==> src/hdl/pwm_timer_pkg.sv <==
// Purpose: Shared widths, constants and carrier types for the waveform channel timer.
// Assumes: One reference clock; the selected channel clock arrives as a one-cycle tick.
// Notes:   Every number used by the logic is named here.
package pwm_timer_pkg;

  // Counter, period and duty width
  localparam int CNT_W = 8;

  // Counter constants
  localparam logic [CNT_W-1:0] CNT_ZERO = 8'h00;
  localparam logic [CNT_W-1:0] CNT_ONE = 8'h01;

  // Reset values of the period and duty storage
  localparam logic [CNT_W-1:0] PERIOD_RST = 8'h00;
  localparam logic [CNT_W-1:0] DUTY_RST = 8'h00;

  // Counting direction; one bit so the usual path is Gray by nature
  typedef enum logic [0:0] {
    DIR_UP = 1'b0,
    DIR_DOWN = 1'b1
  } dir_t;

  // Software write strobes with their data
  typedef struct packed {
    logic period_wr;
    logic [CNT_W-1:0] period_data;
    logic duty_wr;
    logic [CNT_W-1:0] duty_data;
    logic counter_wr;
  } wr_req_t;

  // Readback of the channel state
  typedef struct packed {
    logic [CNT_W-1:0] channel_counter;
    logic [CNT_W-1:0] period_value;
    logic [CNT_W-1:0] duty_value;
    dir_t dir;
  } status_t;

endpackage : pwm_timer_pkg

==> src/hdl/pwm_channel_timer.sv <==
// Purpose: One waveform channel: 8-bit counter, double-buffered period and duty, output.
// Assumes: Control bits and write strobes come from logic on i_ref_clk; the selected
//          channel clock is a one-cycle tick from the prescaler on the same clock.
// Notes:   Left-aligned and center-aligned modes; boundary values give constant levels.
`timescale 1ns/1ps

// How it works
// - Each channel owns an eight-bit counter, period register and duty register.
// - Setting enable drives the output at once; waveform waits for next clock cycle.
// - Enable is synchronised to the selected clock so it acts only on an edge.
// - Disabled counter with a nonzero period holds its value and resumes from it when re-enabled.
// - Polarity one starts high then low at duty; zero starts low then high.
// - While enabled, new period and duty wait for period end, counter write or disable.
// - While disabled, period and duty writes update buffer and active value together.
// - Counter is readable any time without disturbing the count.
// - Counter write clears it, sets direction up, loads buffers, restarts output level.
// - Disabled channel with zero period resets the counter on the next clock tick.
// - Counter write while enabled starts a new period at once per polarity.
// - Counter advances once per tick of the channel's selected clock.
// - Counter at or above active duty inverts the output flip-flop from the polarity level.
// - Cleared alignment bit selects left-aligned, up-only counting.
// - Left-aligned period match clears counter, resets output and loads buffers.
// - Left-aligned counter runs zero to period minus one.
// - Center-aligned counts up to period, down to zero, loading buffers at zero.
// - Zero period holds counter at zero; zero or large duty gives constant level.
module pwm_channel_timer
  import pwm_timer_pkg::*;
(
  // Clock and reset
  input wire logic i_ref_clk,
  input wire logic i_rstn,
  // Channel control
  input wire logic i_channel_enable,
  input wire logic i_start_level_bit,
  input wire logic i_center_align_bit,
  input wire logic i_sel_tick,
  // Software writes
  input wire wr_req_t i_wr,
  // Readback and waveform
  output status_t o_status,
  output logic o_wave,
  output logic o_wave_en
);

  // Buffered (software view) and active (compare) values
  logic [CNT_W-1:0] per_buf_q, per_buf_d;
  logic [CNT_W-1:0] duty_buf_q, duty_buf_d;
  logic [CNT_W-1:0] per_q, per_d;
  logic [CNT_W-1:0] duty_q, duty_d;
  logic [CNT_W-1:0] cnt_q, cnt_d;
  dir_t dir_q, dir_d;
  logic wave_q, wave_d;
  logic wave_en_q;
  status_t status_q;

  // Gated tick
  logic run;
  logic tick_go;

  // Decoded conditions
  logic per_zero;
  logic left_end;
  logic ctr_top;
  logic ctr_bottom;
  logic ctr_load;
  logic [CNT_W-1:0] per_eff;
  logic [CNT_W-1:0] duty_eff;
  logic [CNT_W-1:0] cnt_step;
  logic flip;

  // Unsigned compare used for both the period end and the level decision
  function automatic logic at_or_above(input logic [CNT_W-1:0] a, input logic [CNT_W-1:0] b);
    at_or_above = (a >= b);
  endfunction : at_or_above

  pwm_tick_gate u_gate (
    .i_ref_clk(i_ref_clk),
    .i_rstn(i_rstn),
    .i_channel_enable(i_channel_enable),
    .i_sel_tick(i_sel_tick),
    .o_run(run),
    .o_tick_go(tick_go)
  );

  // Buffer side: a write always lands in the buffer, readback shows it
  assign per_buf_d = i_wr.period_wr ? i_wr.period_data : per_buf_q;
  assign duty_buf_d = i_wr.duty_wr ? i_wr.duty_data : duty_buf_q;

  // End-of-cycle detection for both alignments
  assign per_zero = (per_q == CNT_ZERO);
  assign left_end = at_or_above(cnt_q + CNT_ONE, per_q);
  assign ctr_top = at_or_above(cnt_q, per_q);
  // Zero is reached either stepping down from one, or turning at a period of one;
  // missing the second case would step down past zero and wrap to the top
  assign ctr_bottom = (cnt_q <= CNT_ONE) && ((dir_q == DIR_DOWN) || ctr_top);
  assign cnt_step = (dir_q == DIR_UP) ? cnt_q + CNT_ONE : cnt_q - CNT_ONE;

  // Active values reload: counter write, disabled channel, or end of period
  assign ctr_load = i_wr.counter_wr
    || !i_channel_enable
    || (tick_go && !i_center_align_bit && left_end)
    || (tick_go && i_center_align_bit && ctr_bottom);
  assign per_eff = (i_wr.period_wr && !i_channel_enable) ? i_wr.period_data : per_buf_q;
  assign duty_eff = (i_wr.duty_wr && !i_channel_enable) ? i_wr.duty_data : duty_buf_q;
  assign per_d = ctr_load ? per_eff : per_q;
  assign duty_d = ctr_load ? duty_eff : duty_q;

  // Counter next state
  always_comb begin
    cnt_d = cnt_q;
    dir_d = dir_q;
    if (i_wr.counter_wr) begin
      cnt_d = CNT_ZERO;
      dir_d = DIR_UP;
    end else if (i_sel_tick && !run && per_zero) begin
      cnt_d = CNT_ZERO;
    end else if (tick_go) begin
      if (per_zero) begin
        cnt_d = CNT_ZERO;
        dir_d = DIR_UP;
      end else if (!i_center_align_bit) begin
        dir_d = DIR_UP;
        cnt_d = left_end ? CNT_ZERO : cnt_q + CNT_ONE;
      end else if (dir_q == DIR_UP && ctr_top) begin
        dir_d = ctr_bottom ? DIR_UP : DIR_DOWN;
        cnt_d = cnt_q - CNT_ONE;
      end else begin
        cnt_d = cnt_step;
        if (ctr_bottom) begin
          dir_d = DIR_UP;
        end
      end
    end
  end

  // Output flip-flop state follows the duty match; the boundary values pin it.
  // Deriving it from the next count keeps the level and count in step after a
  // counter write, at the cost of a comparator in the output path.
  assign flip = !(per_d == CNT_ZERO)
    && !at_or_above(duty_d, per_d)
    && at_or_above(cnt_d, duty_d);
  assign wave_d = i_start_level_bit ^ flip;

  // Storage
  always_ff @(posedge i_ref_clk or negedge i_rstn) begin
    if (!i_rstn) begin
      per_buf_q <= PERIOD_RST;
      duty_buf_q <= DUTY_RST;
      per_q <= PERIOD_RST;
      duty_q <= DUTY_RST;
    end else begin
      per_buf_q <= per_buf_d;
      duty_buf_q <= duty_buf_d;
      per_q <= per_d;
      duty_q <= duty_d;
    end
  end

  // Counter, direction and waveform; a stopped channel keeps its count unless its period is zero
  always_ff @(posedge i_ref_clk or negedge i_rstn) begin
    if (!i_rstn) begin
      cnt_q <= CNT_ZERO;
      dir_q <= DIR_UP;
      wave_q <= 1'b0;
      wave_en_q <= 1'b0;
    end else begin
      cnt_q <= cnt_d;
      dir_q <= dir_d;
      wave_q <= wave_d;
      wave_en_q <= i_channel_enable;
    end
  end

  // Readback register; reading has no side effect on the count
  always_ff @(posedge i_ref_clk or negedge i_rstn) begin
    if (!i_rstn) begin
      status_q <= '{CNT_ZERO, PERIOD_RST, DUTY_RST, DIR_UP};
    end else begin
      status_q <= '{cnt_d, per_buf_d, duty_buf_d, dir_d};
    end
  end

  assign o_status = status_q;
  assign o_wave = wave_q;
  assign o_wave_en = wave_en_q;

  // Checks on the behaviour above

  AST_CNT_WRITE_CLEARS: assert property (
    @(posedge i_ref_clk) disable iff (!i_rstn)
    i_wr.counter_wr |=> (cnt_q == CNT_ZERO) && (dir_q == DIR_UP)
  ) else $error("counter write did not clear counter and set direction up");

  AST_CNT_WRITE_LOADS: assert property (
    @(posedge i_ref_clk) disable iff (!i_rstn)
    i_wr.counter_wr && !i_wr.period_wr |=> per_q == $past(per_buf_q)
  ) else $error("counter write did not load the buffered period");

  AST_HOLD_WHEN_STOPPED: assert property (
    @(posedge i_ref_clk) disable iff (!i_rstn)
    !run && !i_wr.counter_wr && !(i_sel_tick && per_zero) |=> cnt_q == $past(cnt_q)
  ) else $error("counter moved while the channel was stopped");

  AST_NO_TICK_NO_COUNT: assert property (
    @(posedge i_ref_clk) disable iff (!i_rstn)
    !i_sel_tick && !i_wr.counter_wr |=> $stable(cnt_q)
  ) else $error("counter changed without a selected clock tick");

  AST_ENABLED_BUFFERED: assert property (
    @(posedge i_ref_clk) disable iff (!i_rstn)
    i_channel_enable && !tick_go && !i_wr.counter_wr |=> $stable(per_q) && $stable(duty_q)
  ) else $error("active period or duty changed mid period");

  AST_DISABLED_DIRECT: assert property (
    @(posedge i_ref_clk) disable iff (!i_rstn)
    !i_channel_enable && i_wr.duty_wr |=> duty_q == $past(i_wr.duty_data)
  ) else $error("duty write while disabled did not reach the active value");

  AST_LEFT_WRAP: assert property (
    @(posedge i_ref_clk) disable iff (!i_rstn)
    tick_go && !i_center_align_bit && !per_zero && (cnt_q + CNT_ONE == per_q)
      && !i_wr.counter_wr |=> cnt_q == CNT_ZERO
  ) else $error("left-aligned counter did not wrap at period minus one");

  AST_LEFT_STEP: assert property (
    @(posedge i_ref_clk) disable iff (!i_rstn)
    tick_go && !i_center_align_bit && !left_end && !i_wr.counter_wr
      |=> cnt_q == $past(cnt_q) + CNT_ONE
  ) else $error("left-aligned counter did not count up by one");

  AST_START_LEVEL: assert property (
    @(posedge i_ref_clk) disable iff (!i_rstn)
    i_wr.counter_wr && !i_wr.duty_wr && !i_wr.period_wr && (duty_buf_q != CNT_ZERO)
      ##1 $stable(i_start_level_bit) |-> o_wave == $past(i_start_level_bit)
  ) else $error("output did not restart at the polarity level");

  AST_ZERO_PERIOD: assert property (
    @(posedge i_ref_clk) disable iff (!i_rstn)
    per_zero && tick_go |=> cnt_q == CNT_ZERO
  ) else $error("zero period did not hold the counter at zero");

  AST_ZERO_PERIOD_LEVEL: assert property (
    @(posedge i_ref_clk) disable iff (!i_rstn)
    per_d == CNT_ZERO |=> o_wave == $past(i_start_level_bit)
  ) else $error("zero period did not hold the polarity level");

  AST_DUTY_HOLDS_LEVEL: assert property (
    @(posedge i_ref_clk) disable iff (!i_rstn)
    at_or_above(duty_d, per_d) |=> o_wave == $past(i_start_level_bit)
  ) else $error("duty not below period did not hold the polarity level");

  AST_CENTER_TURN: assert property (
    @(posedge i_ref_clk) disable iff (!i_rstn)
    tick_go && i_center_align_bit && !per_zero && dir_q == DIR_UP && cnt_q == per_q
      && !ctr_bottom && !i_wr.counter_wr |=> dir_q == DIR_DOWN
  ) else $error("center-aligned counter did not turn at the period");

  AST_CENTER_BOTTOM: assert property (
    @(posedge i_ref_clk) disable iff (!i_rstn)
    tick_go && i_center_align_bit && !per_zero && ctr_bottom && !i_wr.counter_wr
      |=> (cnt_q == CNT_ZERO) && (dir_q == DIR_UP)
  ) else $error("center-aligned counter did not turn up at zero");

  AST_CENTER_STEP_DOWN: assert property (
    @(posedge i_ref_clk) disable iff (!i_rstn)
    tick_go && i_center_align_bit && !per_zero && dir_q == DIR_DOWN && !ctr_bottom
      && !i_wr.counter_wr |=> (cnt_q == $past(cnt_q) - CNT_ONE) && (dir_q == DIR_DOWN)
  ) else $error("center-aligned counter did not count down by one");

  AST_LEFT_UP_ONLY: assert property (
    @(posedge i_ref_clk) disable iff (!i_rstn)
    tick_go && !i_center_align_bit && !i_wr.counter_wr |=> dir_q == DIR_UP
  ) else $error("left-aligned counter left the up direction");

  AST_CNT_WRITE_DUTY: assert property (
    @(posedge i_ref_clk) disable iff (!i_rstn)
    i_wr.counter_wr && !i_wr.duty_wr |=> duty_q == $past(duty_buf_q)
  ) else $error("counter write did not load the buffered duty");

  AST_DISABLED_PERIOD: assert property (
    @(posedge i_ref_clk) disable iff (!i_rstn)
    !i_channel_enable && i_wr.period_wr |=> per_q == $past(i_wr.period_data)
  ) else $error("period write while disabled did not reach the active value");

  AST_DUTY_MATCH: assert property (
    @(posedge i_ref_clk) disable iff (!i_rstn)
    tick_go && i_channel_enable && !i_center_align_bit && !i_wr.counter_wr && !left_end
      && (cnt_q + CNT_ONE == duty_q) && !at_or_above(duty_q, per_q)
      |=> o_wave == !$past(i_start_level_bit)
  ) else $error("output did not change level at the duty match");

  AST_RUN_FOLLOWS: assert property (
    @(posedge i_ref_clk) disable iff (!i_rstn)
    i_sel_tick |=> run == $past(i_channel_enable)
  ) else $error("channel gate did not take the enable at a clock edge");

  AST_OUT_DISABLE: assert property (
    @(posedge i_ref_clk) disable iff (!i_rstn)
    !i_channel_enable |=> !o_wave_en
  ) else $error("output enable stayed on after the enable bit dropped");

  AST_ENABLE_AT_EDGE: assert property (
    @(posedge i_ref_clk) disable iff (!i_rstn)
    !i_sel_tick |=> $stable(run)
  ) else $error("channel gate changed away from a clock edge");

  AST_OUT_ENABLE: assert property (
    @(posedge i_ref_clk) disable iff (!i_rstn)
    i_channel_enable |=> o_wave_en
  ) else $error("output enable did not follow the enable bit");

endmodule : pwm_channel_timer

==> src/hdl/pwm_tick_gate.sv <==
// Purpose: Edge synchroniser that gates the selected channel clock with the enable bit.
// Assumes: i_sel_tick is a one-cycle pulse on i_ref_clk marking each selected clock edge.
// Notes:   Enable and disable take effect only at a tick, never in mid-cycle.
`timescale 1ns/1ps
module pwm_tick_gate
  import pwm_timer_pkg::*;
(
  // Clock and reset
  input wire logic i_ref_clk,
  input wire logic i_rstn,
  // Control
  input wire logic i_channel_enable,
  input wire logic i_sel_tick,
  // Gated result
  output logic o_run,
  output logic o_tick_go
);

  logic run_q;

  // Run state follows the enable only at a selected clock edge
  always_ff @(posedge i_ref_clk or negedge i_rstn) begin
    if (!i_rstn) begin
      run_q <= 1'b0;
    end else if (i_sel_tick) begin
      run_q <= i_channel_enable;
    end
  end

  // A tick counts only once the channel was already running, so the waveform
  // begins on the selected clock cycle after the one that saw the enable
  assign o_run = run_q;
  assign o_tick_go = i_sel_tick & run_q;

endmodule : pwm_tick_gate

==> config.mk <==
export PLATFORM = sky130hd
export DESIGN_NAME = pwm_channel_timer
export DESIGN_NICKNAME = d
export VERILOG_FILES = /design/src/hdl/pwm_timer_pkg.sv /design/src/hdl/pwm_channel_timer.sv /design/src/hdl/pwm_tick_gate.sv
export SDC_FILE = /design/constraint.sdc
export NUM_CORES = 1
export LEC_CHECK = 0
export BUFFER_PORTS_ARGS = -buffer_cell sky130_fd_sc_hd__buf_2
export CORE_ASPECT_RATIO = 1.2
export CORE_UTILIZATION = 61
export CTS_CLUSTER_SIZE = 14
export DETAILED_ROUTE_END_ITERATION = 8
export PLACE_DENSITY = 0.81
export SLEW_MARGIN = 20
export SYNTH_ARGS = -nofsm -noshare
export SYNTH_HDL_FRONTEND = slang
export SYNTH_SLANG_ARGS = --single-unit
==> constraint.sdc <==
create_clock -name i_ref_clk -period 12.9 [get_ports i_ref_clk]
set_input_delay 0.645 -clock i_ref_clk [delete_from_list [all_inputs] [get_ports i_ref_clk]]
set_output_delay 0.645 -clock i_ref_clk [all_outputs]
set_load 0.1 [all_outputs]
==> results of run 1 <==
synth_stat cells, drive strengths merged (7+ instances only):
cell / count
buf: 8
dfrtp: 44
ha: 35
inv: 15
mux2: 18
mux2i: 20
nand2: 27
nand3: 10
nor2: 17
o21a: 17
o21ai: 25
xor2: 7
area by class of cell:
type	count	area (µm²)	area share, %
Clock buffer	6	82.6	2.36
Tap cell	60	75.1	2.14
Inverter	15	56.3	1.61
Sequential cell	44	1100	31.4
Clock inverter	2	38.8	1.11
Timing Repair Buffer	52	263	7.50
Multi-Input combinational cell	247	1890	53.8
stage by stage:
step | util [%] | instance area, µm²
4_1_cts | 70.9 | 3500
5_1_grt | 70.9 | 3500
3_3_place_gp | 68.4 | 3380
2_1_floorplan | - | 3120
6_report | 70.9 | 3500
3_5_place_dp | 68.4 | 3380
critical path: stages (launching register included):
cell and delay [ns]:
dfrtp_1 0.55, ha_1 0.31, nand3_1 0.12, xnor2_1 0.40, ha_1 0.33, o21ai_0 0.15
nor2_1 0.06, a211oi_1 0.37, o22ai_2 0.14, a21oi_2 0.15, buf_4 0.38, nand2_1 0.14
o21a_1 0.13, ha_1 0.32, a21oi_1 0.17, nand2_1 0.07, a221oi_1 0.28, o31a_1 0.20
nand3b_1 0.07, mux2i_1 0.17, xor2_1 0.16
registers in the layout (all words and copies together) (netlist names):
name	count
u_gate.o_run	1
per_q	8
o_status	25
o_wave_en	1
o_wave	1
duty_q	8
routing by layer:
layer | wire, µm | vias to the layer above | track usage [%]
met4 | 255 | 0 | 13.6
met3 | 171 | 18 | 3.13
li1 | - | 1265 | -
met2 | 3630 | 64 | 51.2
met1 | 3120 | 1235 | 34.3
met5 | 0 | - | 0
logic make-up (layout without fill, tap and decap cells):
group | after synthesis | after routing
flip-flops | 44 | 44
adder cells (fa/ha/maj) | 35 | 35
buffers and inverters | 29 | 75
AO/OA/AOI/OAI | 76 | 76
AND/OR/NAND/NOR | 87 | 87
XOR/XNOR | 11 | 11
multiplexers | 38 | 38
how the worst min path moves through the flow:
stage	from	endpoint	slack, ns	cells past startpoint
CTS	i_rstn	o_status[0]	0.52	1
global placement	duty_q[0]	duty_q[0]	0.50	2
detailed placement	o_status[2]	o_status[2]	0.52	1
global route	i_channel_enable	o_wave_en	0.52	1
finish	i_rstn	o_status[0]	0.49	1
floorplan	i_rstn	duty_q[0]	0.35	0
power by group:
group	internal [mW]	switching (mW)	total, mW
Sequential	0.151	0.00962	0.160
Clock	0.0633	0.0485	0.112
Combinational	0.0406	0.0929	0.133
Total	0.255	0.151	0.406
==> flow_metrics.env, run 1 <==
export IMPL_die_x_um=67.3
export IMPL_endpoint="o_wave"
export IMPL_finalWeightedCongestion=0.871
export IMPL_htree_levels=2
export IMPL_dr_first_iter_drc_count=141
export IMPL_synthCells=320
export IMPL_outcome="complete, no violations"
export IMPL_crit_arrival_ns=4.99
export IMPL_worstSetupEndpointType="flip-flop"
export IMPL_hpwl_um=5570
export IMPL_drt_antenna_violating_nets=0
export IMPL_crit_type="reg2reg"
export IMPL_synth_xor_area_share_pct=3.09
export IMPL_cts_root_buf="clkbuf_8"
export IMPL_row_count=28
export IMPL_fmax_mhz=210
export IMPL_antennaDiodeCount=0
export IMPL_grt_antenna_before_repair=0
export IMPL_synthAdderAreaFrac_pct=14.0
export IMPL_layout_min_cycle_time_ns=4.76
export IMPL_post_place_ws_ns=8.22
export IMPL_setup_slack_ns=8.14
export IMPL_vias_per_cell=6.06
export IMPL_required_ns=13.12
export IMPL_io_buffer_count=51
export IMPL_area_delta_synth_final_pct=12.3
export IMPL_vias=2582
export IMPL_power_total_mw=0.406
export IMPL_synth_simple_area_share_pct=13.8
export IMPL_cts_tree="built"
export IMPL_layout_commonest_cell="buf_2"
export IMPL_crit_start="o_status[18]"
export IMPL_avgSynthCellArea_um2=9.75
export IMPL_drive_gt1_share_pct=23.0
export IMPL_maxSlewHeadroom_pct=35.5
export IMPL_clock_sinks=44
export IMPL_synth_cell_types=45
export IMPL_yosysTopAreaCellShare_pct=35.3
export IMPL_rsz0062_at_grt="false"
export IMPL_ff2ff_path_depth=20
export IMPL_syn_area_mm2=0.00312
export IMPL_hold_slack_ns=0.487
export IMPL_synth_seq_area_share_pct=35.3
export IMPL_r2r_start="o_status[18]"
export IMPL_clk_pin_slew_ns=0.09
export IMPL_firstDrtPassIters=4
export IMPL_synth_edff_count=0
export IMPL_coreArea_mm2=0.00494
export IMPL_gr_total_overflow=0
export IMPL_finalClockSkew_ns=0.0110
export IMPL_rrSetupSlack_ns=8.14
export IMPL_synth_ff_type="dfrtp_1"
export IMPL_drv_cap=0
export IMPL_die_height_um=80.3
export IMPL_maxSlewViolCount=0
export IMPL_ys_warn_count=0
export IMPL_postSynth_asyncResetShare_pct=100
export IMPL_muxShareOfSynthArea_pct=12.9
export IMPL_cts_resized=0
export IMPL_setup_violations=0
export IMPL_dpl_cell_count=418
export IMPL_synth_top_family_by_area="compound AO/OA/AOI/OAI gates"
export IMPL_fin_tns_setup_ns=0
export IMPL_p_leak_nw=1.78
export IMPL_ys_top_cells_by_area="dfrtp_1 (35%), ha_1 (14%), mux2_2 (6.5%)"
export IMPL_post_cts_buffers=0
export IMPL_grt_first_pass_wirelength_um=11700
export IMPL_grt_pass1_vias=2558
export IMPL_r2r_end="o_wave"
export IMPL_period_share_pct=36.9
export IMPL_synth_top_area_cell="dfrtp_1"
export IMPL_clock_latency_ns=0.30
export IMPL_fin_nets=425
export IMPL_cts_buffer_depth=2
export IMPL_cts_buffers=5
export IMPL_die_area_mm2=0.00540
export IMPL_grt_usage_pct=29.0
export IMPL_wl_per_cell_um=16.8
export IMPL_initial_core_util_pct=63.1
export IMPL_wirelength_um=7180
export IMPL_final_cell_mix="buf_2 (51), dfrtp_1 (44), ha_1 (35)"
export IMPL_synth_nets=380
export IMPL_ys_ff_latch=44
export IMPL_worst_pin_slew_ns=0.968
export IMPL_hold_buffers=0
export IMPL_drcViolationCount=0
export IMPL_ioPinCount=52
export IMPL_powerDensity_mw_per_mm2=116
export IMPL_fillers=375
export IMPL_ir_drop_uv=102
export IMPL_min_path_type="in2async"
export IMPL_hold_viol_final=0
export IMPL_crit_fanout=48
export IMPL_fin_cells=426
export IMPL_grt_max_degree=49
export IMPL_synth_compound_area_share_pct=16.6
export IMPL_startpoint_type="flip-flop"
Note: power is estimated with default switching activity, not from simulation.
==> run 2: changes to the inputs <==
Settings changed: ABC_AREA set to 1, CORE_UTILIZATION 61 to 57, PLACE_DENSITY 0.81 to 0.77.
Clock period 12.9 ns to 4.8 ns, I/O delays scaled along.
==> flow_metrics.env, run 2 <==
export IMPL_outcome="complete, no violations"
export IMPL_postSynth_asyncResetShare_pct=100
export IMPL_met3_usage_pct=3.40
export IMPL_fin_tns_setup_ns=0
export IMPL_cts_root_buf="clkbuf_8"
export IMPL_maxSlewHeadroom_pct=58.1
export IMPL_hpwl_um=5570
export IMPL_path_common_cell="nor2_1"
export IMPL_yosysMostFrequentCell="nand2_1"
export IMPL_wl_per_cell_um=13.4
export IMPL_dpl_cell_count=523
export IMPL_coreArea_mm2=0.00530
export IMPL_vias_per_cell=5.30
export IMPL_min_delay_start="i_channel_enable"
export IMPL_use_met1_pct=33.5
export IMPL_synthCells=419
export IMPL_area_delta_synth_final_pct=12.1
export IMPL_ir_drop_uv=247
export IMPL_crit_arrival_ns=4.20
export IMPL_p_leak_nw=1.98
export IMPL_rsz0062_at_grt="false"
export IMPL_setup_violations=0
export IMPL_gr_total_overflow=0
export IMPL_max_stage_delay_ns=0.52
export IMPL_drv_cap=0
export IMPL_ys_top_cells_by_area="dfrtp_1 (35%), ha_1 (14%), nand2_1 (13%)"
export IMPL_io_buffer_count=51
export IMPL_synth_ff_type="dfrtp_1"
export IMPL_fin_nets=529
export IMPL_initial_core_util_pct=59.2
export IMPL_cts_buffer_depth=2
export IMPL_grt_antenna_before_repair=0
export IMPL_layout_commonest_cell="nand2_1"
export IMPL_firstDrtPassIters=4
export IMPL_grt_pass1_vias=2627
export IMPL_finalWeightedCongestion=0.917
export IMPL_fillers=443
export IMPL_die_area_mm2=0.00581
export IMPL_grt_usage_pct=25.7
export IMPL_multi_input_area_mm2=0.00172
export IMPL_clk_pin_slew_ns=0.08
export IMPL_synth_top_area_cell="dfrtp_1"
export IMPL_slowest_stage="dfrtp_1"
export IMPL_hold_depth=1
export IMPL_layout_min_cycle_time_ns=4.01
export IMPL_power_total_mw=1.03
export IMPL_ys_warn_count=0
export IMPL_grt_first_pass_wirelength_um=11900
export IMPL_r2r_end="o_wave"
export IMPL_clock_sinks=44
export IMPL_dr_first_iter_drc_count=188
export IMPL_hold_viol_final=0
export IMPL_fin_area_mm2=0.00352
export IMPL_synth_cell_types=32
export IMPL_crit_start="o_status[19]"
export IMPL_crit_fanout=24
export IMPL_place_area_mm2=0.00342
export IMPL_crit_chain="nand3_1, nor3_1, nand2_1, xor2_1, inv_1, ha_1, a21o_1, nor2_1, nand2_1, nand2_2, nand3_4, o21ai_0, inv_1, ha_1, a21oi_1, nor2_1, a211oi_1, o221ai_1, nor2_1, nor2_1, nand3_1, nand2_1"
export IMPL_worstSetupEndpointType="flip-flop"
export IMPL_drive_gt1_share_pct=16.4
export IMPL_ff_latch_area_mm2=0.00110
export IMPL_ff2ff_path_depth=22
export IMPL_die_x_um=69.7
export IMPL_synth_edff_count=0
export IMPL_syn_area_mm2=0.00314
export IMPL_ioPinCount=52
export IMPL_maxSlewViolCount=0
export IMPL_antennaDiodeCount=0
export IMPL_synth_seq_area_share_pct=35.1
export IMPL_ys_ff_latch=44
export IMPL_min_path_type="in2reg"
export IMPL_crit_type="reg2reg"
export IMPL_htree_levels=2
export IMPL_finalClockSkew_ns=0.00179
export IMPL_vias=2822
export IMPL_cts_resized=0
export IMPL_powerDensity_mw_per_mm2=294
export IMPL_whs_endpoint="o_wave_en"
export IMPL_clock_latency_ns=0.29
export IMPL_grtUsageMet2_pct=44.0
export IMPL_synth_nets=479
export IMPL_final_cell_mix="nand2_1 (107), inv_1 (66), buf_2 (50)"
export IMPL_ys_top_cells_by_count="nand2_1 (107), inv_1 (66), dfrtp_1 (44)"
export IMPL_fmax_mhz=249
export IMPL_drt_antenna_violating_nets=0
export IMPL_cts_buffers=5
export IMPL_row_count=29
export IMPL_startpoint_type="flip-flop"
export IMPL_die_height_um=83.3
export IMPL_rrSetupSlack_ns=0.79
export IMPL_drcViolationCount=0
export IMPL_period_share_pct=83.6
export IMPL_cts_tree="built"
export IMPL_yosysTopAreaCellShare_pct=35.1
export IMPL_r2r_start="o_status[19]"
export IMPL_avgSynthCellArea_um2=7.49
export IMPL_wirelength_um=7100
export IMPL_worst_pin_slew_ns=0.627
export IMPL_top_usage_layer="met2"
export IMPL_fin_cells=532
export IMPL_required_ns=4.99
export IMPL_largest_reg_flops=25
export IMPL_grt_max_degree=45
[run 2: cell type report]
class	count	share of cell area (%)
repair buffers	52	7.61
flip-flops and latches	44	31.3
multi-input cells	296	48.9
inverters	70	7.47
clock buffers	8	2.56
well taps	62	2.20
[run 2: repair_timing]
action,in CTS,in global routing
setup buffers,0,0
endpoints found under the hold margin,0,44
hold buffers,0,1
[run 2: how the worst max path moves through the flow]
stage | cells past startpoint | slack (ns) | to
CTS | 22 | 0.77 | o_wave
global route | 22 | 0.32 | o_wave
finish | 22 | 0.79 | o_wave
detailed placement | 22 | 0.81 | o_wave
global placement | 22 | 0.94 | o_wave
floorplan | 24 | 0.42 | o_wave
[run 2: worst max-delay path: cells and delay by family (launching register included)]
family                   cells  cell delay [ns]
AO/OA/AOI/OAI                5             0.98
XOR/XNOR                     1             0.18
adder cells (fa/ha/maj)      2             0.58
buffers and inverters        2             0.15
flip-flops                   1             0.52
AND/OR/NAND/NOR             12             1.48
[run 2: cells by family after synthesis]
logic type | Yosys count | share of synthesized area (%)
DFF | 44 | 35.1
adders and majority gates | 35 | 14.0
buffers and inverters | 79 | 10.1
xor gates and xnor gates | 9 | 2.51
and+or+nand+nor | 175 | 24.7
AOI/OAI and AO/OA | 77 | 13.6
[run 2: power breakdown]
part	internal, mW	total [mW]	switching (mW)
clock network	0.118	0.238	0.121
logic	0.0954	0.375	0.279
registers	0.404	0.420	0.0168
[run 2: layer usage]
layer,vias up,share of wire (%)
met1,1294,45
met4,0,1.4
met5,-,0
met3,7,3.5
li1,1457,-
met2,64,50
[run 2: per-stage QoR]
stage	hold slack [ns]	setup WS (ns)	utilization [%]
after floorplan	-0.0556	0.418	-
after global placement	0.375	0.938	64.5
after detailed placement	0.378	0.807	64.5
after CTS	0.0703	0.773	66.2
after global routing	0.0755	0.320	66.4
final	0.0771	0.785	66.4
==> run 3: changes to the inputs <==
Clock period 4.8 ns to 3.7 ns, I/O delays scaled along.
==> flow_metrics.env, run 3 (synthesized netlist as in run 2, its figures left out) <==
export IMPL_outcome="complete, no violations"
export IMPL_drcViolationCount=0
export IMPL_clock_sinks=44
export IMPL_hpwl_um=5770
export IMPL_io_buffer_count=51
export IMPL_finalWeightedCongestion=0.876
export IMPL_grt_usage_pct=26.5
export IMPL_wl_per_cell_um=14.3
export IMPL_required_ns=3.90
export IMPL_p_seq_share_pct=37.2
export IMPL_ioPinCount=52
export IMPL_crit_fanout=6
export IMPL_drt_antenna_violating_nets=0
export IMPL_coreArea_mm2=0.00530
export IMPL_cts_buffer_depth=2
export IMPL_grt_first_pass_wirelength_um=12100
export IMPL_die_height_um=83.3
export IMPL_drive_gt1_share_pct=26.5
export IMPL_startpoint_type="flip-flop"
export IMPL_drv_cap=0
export IMPL_top_usage_layer="met2"
export IMPL_antennaDiodeCount=0
export IMPL_vias=2941
export IMPL_period_share_pct=98.5
export IMPL_setup_violations=0
export IMPL_grtUsageMet2_pct=45.6
export IMPL_dpl_cell_count=531
export IMPL_fin_nets=550
export IMPL_fin_cells=553
export IMPL_die_area_mm2=0.00581
export IMPL_final_cell_mix="nand2_1 (104), inv_1 (65), buf_2 (51)"
export IMPL_grt_max_degree=45
export IMPL_gr_total_overflow=0
export IMPL_clockPowerShare_pct=26.3
export IMPL_p_sw_mw=0.575
export IMPL_die_x_um=69.7
export IMPL_switching_share_pct=39.1
export IMPL_cts_buffers=5
export IMPL_power_total_mw=1.47
export IMPL_maxSlewHeadroom_pct=48.8
export IMPL_use_met1_pct=32.8
export IMPL_wirelength_um=7880
export IMPL_area_delta_synth_final_pct=24.1
export IMPL_crit_type="reg2reg"
export IMPL_row_count=29
export IMPL_clock_latency_ns=0.30
export IMPL_cts_root_buf="clkbuf_8"
export IMPL_ff2ff_path_depth=24
export IMPL_comb_power_share_pct=36.5
export IMPL_layout_commonest_cell="nand2_1"
export IMPL_worstSetupEndpointType="flip-flop"
export IMPL_largest_reg_flops=25
export IMPL_worst_pin_slew_ns=0.765
export IMPL_htree_levels=2
export IMPL_dr_first_iter_drc_count=146
export IMPL_min_path_type="in2reg"
export IMPL_crit_arrival_ns=3.84
export IMPL_cts_tree="built"
export IMPL_initial_core_util_pct=59.2
export IMPL_fmax_mhz=274
export IMPL_hold_viol_final=0
export IMPL_vias_per_cell=5.32
export IMPL_layout_min_cycle_time_ns=3.64
export IMPL_grt_pass1_vias=2700
export IMPL_grt_antenna_before_repair=0
export IMPL_maxSlewViolCount=0
export IMPL_ir_drop_uv=364
export IMPL_internal_power_mw=0.897
export IMPL_clk_pin_slew_ns=0.09
export IMPL_met3_usage_pct=3.64
export IMPL_firstDrtPassIters=4
export IMPL_finalClockSkew_ns=0.00859
export IMPL_powerDensity_mw_per_mm2=378
export IMPL_p_leak_nw=2.12
export IMPL_hold_depth=1
[run 3: power groups by stage]
stage	sequential, mW	combinational [mW]	clock (mW)
after floorplan	0.701	0.228	0
after global placement	0.554	0.485	0
after detailed placement	0.555	0.494	0
after CTS	0.546	0.497	0.401
after global routing	0.553	0.590	0.421
final	0.548	0.537	0.388
[run 3: stage by stage]
stage / hold WS [ns] / setup TNS (ns) / area (µm²) / worst slack, ns / util (%)
after global placement: 0.321 / 0 / 3520 / 0.105 / 66.4
after floorplan: -0.111 / -0.0628 / 3190 / -0.0628 / -
after detailed placement: 0.330 / -0.00778 / 3520 / -0.00778 / 66.4
after CTS: 0.00444 / 0 / 3640 / 0.0206 / 68.8
after global routing: 0.0149 / -0.119 / 3890 / -0.119 / 73.5
final: 0.0210 / 0 / 3890 / 0.0553 / 73.5
[run 3: final timing paths]
path	start	end	slack [ns]
worst max-delay path	o_status[18]	o_wave	0.06
worst min-delay path	i_channel_enable	o_wave_en	0.02
max in group asynchronous	i_rstn	o_status[17]	2.85
worst min register to register	o_status[6]	o_status[6]	0.55
worst max register to register	o_status[18]	o_wave	0.06
min in group asynchronous	i_rstn	o_status[13]	0.41
[run 3: per-layer routing]
metal,part of all wire (%),routed length [µm]
met5,0,0
met4,3.4,268
met3,3.8,303
met2,51,3980
met1,42,3330
[run 3: final cells by class]
cell class / instances / area (µm²)
multi-input cells: 297 / 1890
fillers: 439 / 1400
well taps: 62 / 77.6
repair buffers: 72 / 423
clock inverters: 2 / 38.8
flip-flops and latches: 44 / 1120
inverters: 70 / 263
clock buffers: 6 / 82.6
[run 3: timing repair]
action / 4_1_cts / 5_1_grt
pin swaps: 0 / 15
setup endpoints to repair: 1 / 1
cloned: 0 / 2
resized for setup: 2 / 29
hold buffers: 0 / 1
hold endpoints to repair: 0 / 44
setup buffers: 0 / 11
[run 3: critical path: stages (launching register included)]
cell	delay [ns]
dfrtp_4	0.49
nand3_4	0.09
buf_4	0.15
nor2_1	0.08
nor2_1	0.05
nor2_1	0.18
ha_1	0.29
a21oi_1	0.17
nor2_1	0.06
nor2_1	0.13
nand2_2	0.09
nand2_4	0.11
nand3_4	0.11
buf_4	0.18
o21ai_2	0.12
inv_1	0.05
ha_1	0.31
a21oi_2	0.14
nor2_1	0.05
a211oi_1	0.18
o221ai_1	0.15
nor2_1	0.14
nor2_1	0.07
nand3_1	0.08
nand2_1	0.05
